### src/snl_regs.svh
// Register numbers, field positions, reset values and counts of the switch node config bank
`ifndef SNL_REGS_SVH
`define SNL_REGS_SVH

`define SNL_REG_NODE_ID 8'h05
`define SNL_REG_SW_DIV 8'h07
`define SNL_REG_REF_DIV 8'h08
`define SNL_REG_DEV_ID 8'h09
`define SNL_REG_USER_CODE 8'h0a
`define SNL_REG_DIR_LO 8'h0c
`define SNL_REG_DIR_HI 8'h0d
`define SNL_REG_RSV_A 8'h10
`define SNL_REG_RSV_B 8'h11
`define SNL_REG_DBG_SRC 8'h1f
`define SNL_REG_XSTAT 8'h20
`define SNL_REG_PSTAT 8'h40
`define SNL_REG_XCTL 8'h80

`define SNL_SW_DIV_RST 16'h0000
`define SNL_REF_DIV_RST 16'h0003
`define SNL_NODE_ID_RST 16'h0000

`define SNL_UC_OTP_LSB 18
`define SNL_STAT_SRC_LSB 24
`define SNL_STAT_DEST_LSB 16
`define SNL_STAT_DIR_LSB 8
`define SNL_STAT_NET_LSB 4
`define SNL_STAT_JUNK_BIT 2
`define SNL_STAT_DBUSY_BIT 1
`define SNL_STAT_SBUSY_BIT 0
`define SNL_CTL_EN_BIT 31
`define SNL_CTL_FIVE_BIT 30
`define SNL_CTL_ERR_BIT 27
`define SNL_CTL_ISSUED_BIT 26
`define SNL_CTL_CREDIT_BIT 25
`define SNL_CTL_TOKEN_A_BIT 24
`define SNL_CTL_RXRST_BIT 23
`define SNL_CTL_SYMGAP_LSB 11
`define SNL_CTL_TOKGAP_LSB 0
`define SNL_DBG_RSV_BIT 4

`define SNL_DIR_ENTRIES 8
`define SNL_DIR_W 4

`endif

### src/snl_pkg.sv
// Types shared by the switch node config bank
package snl_pkg;

  typedef struct packed {
    logic wr;
    logic rd;
    logic [7:0] addr;
    logic [31:0] wdata;
  } snl_cfg_req_t;

  typedef struct packed {
    logic [1:0] src_type;
    logic [7:0] dest_link;
    logic junk;
    logic dest_busy;
    logic src_busy;
  } snl_lstat_t;

  typedef struct packed {
    logic enable;
    logic five_wire;
    logic [10:0] sym_gap;
    logic [10:0] tok_gap;
    logic credit;
    logic [11:0] gap_cnt;
    logic token_a;
    logic rx_reset;
    logic tx_ok;
    logic [3:0] dir;
    logic [1:0] net;
  } snl_xlink_t;

endpackage : snl_pkg

### src/snl_config_top.sv
// Switch node configuration and link control register bank
//
// Functional notes
// - Switch clock tick from divider, reset zero
// - Reference clock tick from divider, reset three
// - User code: OTP bits high, metal ID low
// - Low table covers mismatch bits seven..zero
// - Direction from most significant mismatching bit
// - High table covers mismatch bits fifteen..eight
// - Entry k at bits 4k+3:4k, reset zero
// - Debug source bits name raising tile, writable
// - Status reports source target type code
// - Status reports destination link number
// - External status holds direction field, reset zero
// - Link status holds network number, reset zero
// - Status bits junk, dest busy, source busy
// - Processor link status without direction field
// - Control top bit enables external link
// - Bit thirty selects two or five wire
// - Bit twenty-seven reports receive error
// - Credit bits shown; transmit only with credit
// - Bit twenty-four clears credit, sends token_a
// - Bit twenty-three resets link receiver
// - Symbol gap at least field plus one
// - Token gap at least field plus one
// - Node identifier, reset zero, compared for routing
`timescale 1ns/1ps
`include "snl_regs.svh"

module snl_config_top #(
  parameter int NUM_XLINKS = 9,
  parameter int NUM_PLINKS = 8,
  // Arbitrary neutral value
  parameter logic [31:0] DEVICE_ID = 32'h0000_0001
) (
  input wire logic CORE_CLK_IN,
  input wire logic SRST_IN,
  input wire logic CLK_EN_IN,
  input wire snl_pkg::snl_cfg_req_t CFG_REQ_IN,
  output logic [31:0] CFG_RDATA_OUT,
  output logic CFG_RVALID_OUT,
  input wire logic [13:0] OTP_USER_CODE_IN,
  input wire logic [17:0] METAL_ID_IN,
  input wire logic [1:0] DBG_EVENT_IN,
  input wire logic ROUTE_REQ_IN,
  input wire logic [15:0] ROUTE_DEST_ID_IN,
  output logic ROUTE_VALID_OUT,
  output logic [3:0] ROUTE_DIR_OUT,
  output logic ROUTE_LOCAL_OUT,
  output logic SWITCH_TICK_OUT,
  output logic REF_TICK_OUT,
  input wire snl_pkg::snl_lstat_t [NUM_XLINKS-1:0] XL_STAT_IN,
  input wire snl_pkg::snl_lstat_t [NUM_PLINKS-1:0] PL_STAT_IN,
  input wire logic [NUM_XLINKS-1:0] XL_ERR_IN,
  input wire logic [NUM_XLINKS-1:0] XL_CREDIT_ISSUED_IN,
  input wire logic [NUM_XLINKS-1:0] XL_CREDIT_GOT_IN,
  input wire logic [NUM_XLINKS-1:0] XL_SYM_SENT_IN,
  input wire logic [NUM_XLINKS-1:0] XL_TOK_SENT_IN,
  output logic [NUM_XLINKS-1:0] XL_ENABLE_OUT,
  output logic [NUM_XLINKS-1:0] XL_FIVE_WIRE_OUT,
  output logic [NUM_XLINKS-1:0] XL_TOKEN_A_OUT,
  output logic [NUM_XLINKS-1:0] XL_RX_RESET_OUT,
  output logic [NUM_XLINKS-1:0] XL_TX_OK_OUT,
  output logic [NUM_XLINKS-1:0][3:0] XL_DIR_OUT,
  output logic [NUM_XLINKS-1:0][1:0] XL_NET_OUT,
  output logic [NUM_PLINKS-1:0][1:0] PL_NET_OUT
);

  typedef struct packed {
    logic [15:0] sw_div;
    logic [15:0] ref_div;
    logic [15:0] sw_cnt;
    logic [15:0] ref_cnt;
    logic sw_tick;
    logic ref_tick;
    logic [15:0] node_id;
    logic [31:0] dir_lo;
    logic [31:0] dir_hi;
    logic [1:0] rsv_a;
    logic [1:0] rsv_b;
    logic dbg_rsv;
    logic [1:0] dbg_src;
    snl_pkg::snl_xlink_t [NUM_XLINKS-1:0] xl;
    logic [NUM_PLINKS-1:0][1:0] pl_net;
    logic [31:0] rdata;
    logic rvalid;
    logic route_valid;
    logic [3:0] route_dir;
    logic route_local;
  } snl_state_t;

  snl_state_t s;
  snl_state_t next_s;

  // Status word shared by both link kinds; direction added only for external links
  function automatic logic [31:0] stat_word(snl_pkg::snl_lstat_t st, logic [1:0] net);
    logic [31:0] w;
    w = 32'h0000_0000;
    w[`SNL_STAT_SRC_LSB +: 2] = st.src_type;
    w[`SNL_STAT_DEST_LSB +: 8] = st.dest_link;
    w[`SNL_STAT_NET_LSB +: 2] = net;
    w[`SNL_STAT_JUNK_BIT] = st.junk;
    w[`SNL_STAT_DBUSY_BIT] = st.dest_busy;
    w[`SNL_STAT_SBUSY_BIT] = st.src_busy;
    return w;
  endfunction : stat_word

  // Read mux; unused bits and unmapped numbers give zero, reserved fields read back their stored value
  function automatic logic [31:0] read_word(snl_state_t st, logic [7:0] a);
    logic [31:0] w;
    w = 32'h0000_0000;
    case (a)
      `SNL_REG_NODE_ID: w[15:0] = st.node_id;
      `SNL_REG_SW_DIV: w[15:0] = st.sw_div;
      `SNL_REG_REF_DIV: w[15:0] = st.ref_div;
      `SNL_REG_DEV_ID: w = DEVICE_ID;
      `SNL_REG_USER_CODE: w = {OTP_USER_CODE_IN, METAL_ID_IN};
      `SNL_REG_DIR_LO: w = st.dir_lo;
      `SNL_REG_DIR_HI: w = st.dir_hi;
      `SNL_REG_RSV_A: w[1:0] = st.rsv_a;
      `SNL_REG_RSV_B: w[1:0] = st.rsv_b;
      `SNL_REG_DBG_SRC: begin
        w[`SNL_DBG_RSV_BIT] = st.dbg_rsv;
        w[1:0] = st.dbg_src;
      end
      default: begin
        for (int i = 0; i < NUM_XLINKS; i++) begin
          if (a == 8'(`SNL_REG_XSTAT + i)) begin
            w = stat_word(XL_STAT_IN[i], st.xl[i].net);
            w[`SNL_STAT_DIR_LSB +: 4] = st.xl[i].dir;
          end
          if (a == 8'(`SNL_REG_XCTL + i)) begin
            w[`SNL_CTL_EN_BIT] = st.xl[i].enable;
            w[`SNL_CTL_FIVE_BIT] = st.xl[i].five_wire;
            w[`SNL_CTL_ERR_BIT] = XL_ERR_IN[i];
            w[`SNL_CTL_ISSUED_BIT] = XL_CREDIT_ISSUED_IN[i];
            w[`SNL_CTL_CREDIT_BIT] = st.xl[i].credit;
            w[`SNL_CTL_SYMGAP_LSB +: 11] = st.xl[i].sym_gap;
            w[`SNL_CTL_TOKGAP_LSB +: 11] = st.xl[i].tok_gap;
          end
        end
        for (int i = 0; i < NUM_PLINKS; i++) begin
          if (a == 8'(`SNL_REG_PSTAT + i)) begin
            w = stat_word(PL_STAT_IN[i], st.pl_net[i]);
          end
        end
      end
    endcase
    return w;
  endfunction : read_word

  always_comb begin
    logic [15:0] mism;
    logic [3:0] msb;
    logic wr;
    logic [31:0] d;
    logic [7:0] a;
    next_s = s;
    wr = CFG_REQ_IN.wr;
    d = CFG_REQ_IN.wdata;
    a = CFG_REQ_IN.addr;

    // Dividers count from zero up to the field, so a field of N divides by N+1
    next_s.sw_tick = 1'h0;
    if (s.sw_cnt >= s.sw_div) begin
      next_s.sw_cnt = 16'h0000;
      next_s.sw_tick = 1'h1;
    end else begin
      next_s.sw_cnt = s.sw_cnt + 16'h0001;
    end
    next_s.ref_tick = 1'h0;
    if (s.ref_cnt >= s.ref_div) begin
      next_s.ref_cnt = 16'h0000;
      next_s.ref_tick = 1'h1;
    end else begin
      next_s.ref_cnt = s.ref_cnt + 16'h0001;
    end

    // Read answer one cycle after the request
    next_s.rvalid = CFG_REQ_IN.rd;
    next_s.rdata = CFG_REQ_IN.rd ? read_word(s, a) : 32'h0000_0000;

    // Writes; read-only fields have no storage, except the credit bit which is stored but never loaded from a write, so writes to them vanish
    if (wr) begin
      case (a)
        `SNL_REG_NODE_ID: next_s.node_id = d[15:0];
        `SNL_REG_SW_DIV: next_s.sw_div = d[15:0];
        `SNL_REG_REF_DIV: next_s.ref_div = d[15:0];
        `SNL_REG_DIR_LO: next_s.dir_lo = d;
        `SNL_REG_DIR_HI: next_s.dir_hi = d;
        `SNL_REG_RSV_A: next_s.rsv_a = d[1:0];
        `SNL_REG_RSV_B: next_s.rsv_b = d[1:0];
        `SNL_REG_DBG_SRC: begin
          next_s.dbg_rsv = d[`SNL_DBG_RSV_BIT];
          next_s.dbg_src = d[1:0];
        end
        default: begin
          for (int i = 0; i < NUM_PLINKS; i++) begin
            if (a == 8'(`SNL_REG_PSTAT + i)) begin
              next_s.pl_net[i] = d[`SNL_STAT_NET_LSB +: 2];
            end
          end
        end
      endcase
    end

    // A debug event outranks a software write in the same cycle
    if (DBG_EVENT_IN != 2'h0) begin
      next_s.dbg_src = DBG_EVENT_IN;
    end

    for (int i = 0; i < NUM_XLINKS; i++) begin
      next_s.xl[i].token_a = 1'h0;
      next_s.xl[i].rx_reset = 1'h0;
      if (wr && a == 8'(`SNL_REG_XSTAT + i)) begin
        next_s.xl[i].dir = d[`SNL_STAT_DIR_LSB +: 4];
        next_s.xl[i].net = d[`SNL_STAT_NET_LSB +: 2];
      end
      if (wr && a == 8'(`SNL_REG_XCTL + i)) begin
        next_s.xl[i].enable = d[`SNL_CTL_EN_BIT];
        next_s.xl[i].five_wire = d[`SNL_CTL_FIVE_BIT];
        next_s.xl[i].sym_gap = d[`SNL_CTL_SYMGAP_LSB +: 11];
        next_s.xl[i].tok_gap = d[`SNL_CTL_TOKGAP_LSB +: 11];
        if (d[`SNL_CTL_TOKEN_A_BIT]) begin
          next_s.xl[i].credit = 1'h0;
          next_s.xl[i].token_a = 1'h1;
        end
        next_s.xl[i].rx_reset = d[`SNL_CTL_RXRST_BIT];
      end
      // Credit arriving with a clearing write is kept, so none is lost
      if (XL_CREDIT_GOT_IN[i]) begin
        next_s.xl[i].credit = 1'h1;
      end
      // Idle gap: counter loaded with field plus one, token gap wins a tie
      if (XL_TOK_SENT_IN[i]) begin
        next_s.xl[i].gap_cnt = {1'h0, s.xl[i].tok_gap} + 12'h001;
      end else if (XL_SYM_SENT_IN[i]) begin
        next_s.xl[i].gap_cnt = {1'h0, s.xl[i].sym_gap} + 12'h001;
      end else if (s.xl[i].gap_cnt != 12'h000) begin
        next_s.xl[i].gap_cnt = s.xl[i].gap_cnt - 12'h001;
      end
      next_s.xl[i].tx_ok = next_s.xl[i].enable && next_s.xl[i].credit
                           && (next_s.xl[i].gap_cnt == 12'h000);
    end

    // Route lookup; the highest differing bit picks the table entry
    mism = ROUTE_DEST_ID_IN ^ s.node_id;
    msb = 4'h0;
    for (int k = 0; k < 16; k++) begin
      if (mism[k]) begin
        msb = 4'(k);
      end
    end
    next_s.route_valid = ROUTE_REQ_IN;
    next_s.route_local = ROUTE_REQ_IN && (mism == 16'h0000);
    if (!ROUTE_REQ_IN || mism == 16'h0000) begin
      next_s.route_dir = 4'h0;
    end else if (msb[3]) begin
      next_s.route_dir = s.dir_hi[{msb[2:0], 2'h0} +: `SNL_DIR_W];
    end else begin
      next_s.route_dir = s.dir_lo[{msb[2:0], 2'h0} +: `SNL_DIR_W];
    end
  end

  // Clock enable low freezes everything, including the dividers
  always_ff @(posedge CORE_CLK_IN) begin
    if (SRST_IN) begin
      s <= '0;
      s.sw_div <= `SNL_SW_DIV_RST;
      s.ref_div <= `SNL_REF_DIV_RST;
      s.node_id <= `SNL_NODE_ID_RST;
    end else if (CLK_EN_IN) begin
      s <= next_s;
    end
  end

  always_comb begin
    for (int i = 0; i < NUM_XLINKS; i++) begin
      XL_ENABLE_OUT[i] = s.xl[i].enable;
      XL_FIVE_WIRE_OUT[i] = s.xl[i].five_wire;
      XL_TOKEN_A_OUT[i] = s.xl[i].token_a;
      XL_RX_RESET_OUT[i] = s.xl[i].rx_reset;
      XL_TX_OK_OUT[i] = s.xl[i].tx_ok;
      XL_DIR_OUT[i] = s.xl[i].dir;
      XL_NET_OUT[i] = s.xl[i].net;
    end
  end

  assign PL_NET_OUT = s.pl_net;
  assign CFG_RDATA_OUT = s.rdata;
  assign CFG_RVALID_OUT = s.rvalid;
  assign ROUTE_VALID_OUT = s.route_valid;
  assign ROUTE_DIR_OUT = s.route_dir;
  assign ROUTE_LOCAL_OUT = s.route_local;
  assign SWITCH_TICK_OUT = s.sw_tick;
  assign REF_TICK_OUT = s.ref_tick;

endmodule : snl_config_top

### config.mk
export PLATFORM = sky130hd
export DESIGN_NAME = snl_config_top
export DESIGN_NICKNAME = d
export VERILOG_FILES = /design/src/snl_pkg.sv /design/src/snl_config_top.sv
export VERILOG_INCLUDE_DIRS = /design/src
export SDC_FILE = /design/constraint.sdc
export NUM_CORES = 2
export LEC_CHECK = 0
export BUFFER_PORTS_ARGS = -buffer_cell sky130_fd_sc_hd__buf_4
export CORE_MARGIN = 2
export CORE_UTILIZATION = 53
export CTS_CLUSTER_SIZE = 30
export DETAILED_ROUTE_END_ITERATION = 6
export MAX_ROUTING_LAYER = met4
export PLACE_DENSITY = 0.77
export SYNTH_ARGS = -nofsm -noshare
export SYNTH_HDL_FRONTEND = slang
export SYNTH_SLANG_ARGS = --single-unit
### constraint.sdc
create_clock -name CORE_CLK_IN -period 3.25 [get_ports CORE_CLK_IN]
set_input_delay 0.65 -clock CORE_CLK_IN [delete_from_list [all_inputs] [get_ports CORE_CLK_IN]]
set_output_delay 0.65 -clock CORE_CLK_IN [all_outputs]
set_load 0.02 [all_outputs]
==> results.ini <==
[power_and_ir_drop]
p_per_area_nw_per_um2=417
p_int_uw=13900
p_seq_share_pct=40.6
comb_power_share_pct=14.2
p_leak_uw=0.0177
p_sw_share_pct=28.3
clkPwrFrac_pct=45.1
netSwitchingPower_uw=5470
ir_drop_mv=0.446

[clock_tree]
cts_tree=yes
clk_pin_slew_worst_paths_ps=60
cts_buffers=70
cts-root-buf=clkbuf_16
cts_max_path_buffers=3
clock_latency_ps=650
post_cts_buffers=0
clock-sinks=622
htree_levels=3

[grt]
track_usage_pct=52.6
grt_overflow=0
grt_pass1_vias=40100
grt_pass1_wl_um=278000
grt_start_max_net_pins=214
antenna_found_initial=14

[synthesis]
ys_ff_latch=622
ys_warn_count=0
yosysTopAreaCellShare_pct=32.7
ys_seq_area_share_pct=32.7
synth_area_leader_cell=dfxtp_1
syn_area_um2=38100
synth_edf_count=0
synth_area_leaders=dfxtp_1 33%, nand2_1 10%, a21oi_1 7.9%, nor2_1 3.3%, mux2i_1 3.3%
ys_async_sr_fraction_pct=0
synthCells=5159
synth_ff_type=dfxtp_1
synth_area_per_cell_um2=7.39
synth.most_common_cell=nand2_1
synth_nets=5591
yosys-top-cells-count=1055 x nand2_1, 622 x dfxtp_1, 603 x a21oi_1
yosysUniqueCellTypes=89

[status]
violations=DRC
outcome=complete, but fails checks

[worst_hold_path]
min_path_cells=3
hold_end=s[503]$_SDFFE_PP0P_
hold_start=CFG_REQ_IN[27]
holdCritPathClass=in -> reg

[timing]
fin_worst_skew_ps=32.3
rsz0062_at_grt=false
worst_pin_slew_ps=1180
tns_ps=0
fin_crit_sh_pct=96.8
max_slew_margin_pct=20.4
drv_slew=0
setup_viol=0
min_period_ps=3150
fmax_mhz=318
hold_ws_ps=255
finalHoldViolCount=0

[final_layout]
layout-drive-gt1-share_pct=19.0
final_nets=6019
syn2layout_area_growth_pct=21.6

[worst_setup_path]
r2r_cells=8
r2r_end=XL_TX_OK_OUT[8]$_SDFFE_PP0P_
critPathKind=in -> reg
crit_arrival_ps=3710
cp_max_fo=18
cp-end-kind=flop
worst-r2r-setup-slack_ps=160
crit-reg2reg-launch=s[435]$_SDFFE_PP0P_
cp-start-kind=input port
cp.required_ps=3810

[floorplanning]
die_x_um=272
dieArea_um2=74100
start_util_pct=53.4
die_height_um=272
std_cell_rows=98
core-area_um2=71400
io_pins=518

[placed_design]
gp_congestion=1.10
hpwl_um=150000
io_buffers=517

[routing]
vias=44700
drt_iter0_markers=8206
drt-wirelength-per-cell_um=30.0
ant_nets=0
drt_pass1_iterations=7
drc=22
wl_um=198000
vias_per_cell=6.77

[flow_run]
maxCapViolCount=0

==> metrics by stage <==
step | power, uW | util, % | worst slack (ps) | cell area [um^2] | std cells
after CTS | 19100 | 64.9 | 118 | 46300 | 6593
after detailed placement | 10600 | 61.4 | -430 | 43800 | 6465
after global routing | 19700 | 65.0 | 1.58 | 46400 | 6606
after floorplan | 9370 | - | 160 | 38100 | 5159
after global placement | 10600 | 61.4 | -380 | 43800 | 6465
final | 19300 | 65.0 | 103 | 46400 | 6607
==> power by group through the flow <==
stage               Clock (uW)  Sequential [uW]  Combinational, uW
CTS                       8630             7860               2630
global route              8950             7870               2840
detailed placement           0             8020               2610
floorplan                    0             7990               1380
global placement             0             8020               2610
finish                    8730             7860               2760
==> routing by layer <==
layer | track usage [%] | vias up | share of wire (%)
met3 | 15.2 | 876 | 15
met2 | 72.6 | 3801 | 40
met5 | - | - | 0
met1 | 65.5 | 20800 | 36
li1 | - | 19200 | -
met4 | 36.6 | 0 | 8.8
==> cell usage in the layout, fill, tap and decap left out, drive strengths merged, types with 114 or more instances in the layout <==
cell type	Yosys	final
a21oi	603	603
a22oi	120	120
buf	187	876
dfxtp	622	622
mux2i	125	125
nand2	1055	1055
nand3	169	169
nor2	335	335
o21ai	224	224
xnor2	114	114
xor2	131	131
==> critical path: stages <==
cell	delay (ps)
buf_4	130
buf_4	260
nor4b_2	240
buf_4	200
buf_4	160
buf_4	170
a221oi_1	60
nor2_1	470
nor2_1	110
nor4_1	910
a21oi_1	130
o21ai_0	190
==> repair_timing <==
item,in CTS,in global routing
resized for setup,0,1
endpoints found under the hold margin,0,0
hold buffers,0,0
endpoints found under the setup margin,0,1
==> state kept, by name (all words and copies together), names as in the netlist <==
name / count
XL_NET_OUT: 18
XL_DIR_OUT: 36
XL_TX_OK_OUT: 9
CFG_RVALID_OUT: 1
CFG_RDATA_OUT: 32
ROUTE_LOCAL_OUT: 1
XL_ENABLE_OUT: 9
ROUTE_DIR_OUT: 4
REF_TICK_OUT: 1
s: 466
ROUTE_VALID_OUT: 1
SWITCH_TICK_OUT: 1
PL_NET_OUT: 16
XL_FIVE_WIRE_OUT: 9
XL_TOKEN_A_OUT: 9
XL_RX_RESET_OUT: 9
==> worst max-delay path by stage <==
stage                                   start  slack (ps)  cells after the start                        endpoint
after floorplan                CFG_REQ_IN[37]         160                      9             s[307]$_SDFFE_PP0P_
after global placement         CFG_REQ_IN[37]        -380                     11   CFG_RDATA_OUT[5]$_SDFFE_PP0P_
after detailed placement       CFG_REQ_IN[36]        -430                     11   CFG_RDATA_OUT[5]$_SDFFE_PP0P_
after CTS                 s[432]$_SDFFE_PP0P_         120                     10    XL_TX_OK_OUT[8]$_SDFFE_PP0P_
after global routing      s[156]$_SDFFE_PP0P_           2                     10    XL_TX_OK_OUT[2]$_SDFFE_PP0P_
final                          CFG_REQ_IN[33]         100                     12  CFG_RDATA_OUT[17]$_SDFFE_PP0P_
==> final cells by class <==
class	count	area [um^2]
clock buffer	97	2020
sequential	622	12500
timing repair buffer	876	6910
antenna	14	35.0
clock inverter	31	464
fill	6221	25000
multi-input combinational	3933	23000
tap	950	1190
inverter	84	315
==> kinds of logic (layout without fill, tap and decap cells) <==
| group | after synthesis | count (layout) | synth area share [%] |
|---|---|---|---|
| buffers and inverters | 604 | 1088 | 7.61 |
| AND/OR/NAND/NOR | 2038 | 2038 | 24.2 |
| XOR/XNOR | 245 | 245 | 5.63 |
| AO/OA/AOI/OAI | 1439 | 1439 | 23.8 |
| flip-flops | 622 | 622 | 32.7 |
| adder cells (fa/ha/maj) | 70 | 70 | 2.30 |
| other | 0 | 14 | 0 |
| multiplexers | 141 | 141 | 3.78 |
No activity file was read; power rests on OpenSTA's default activity.
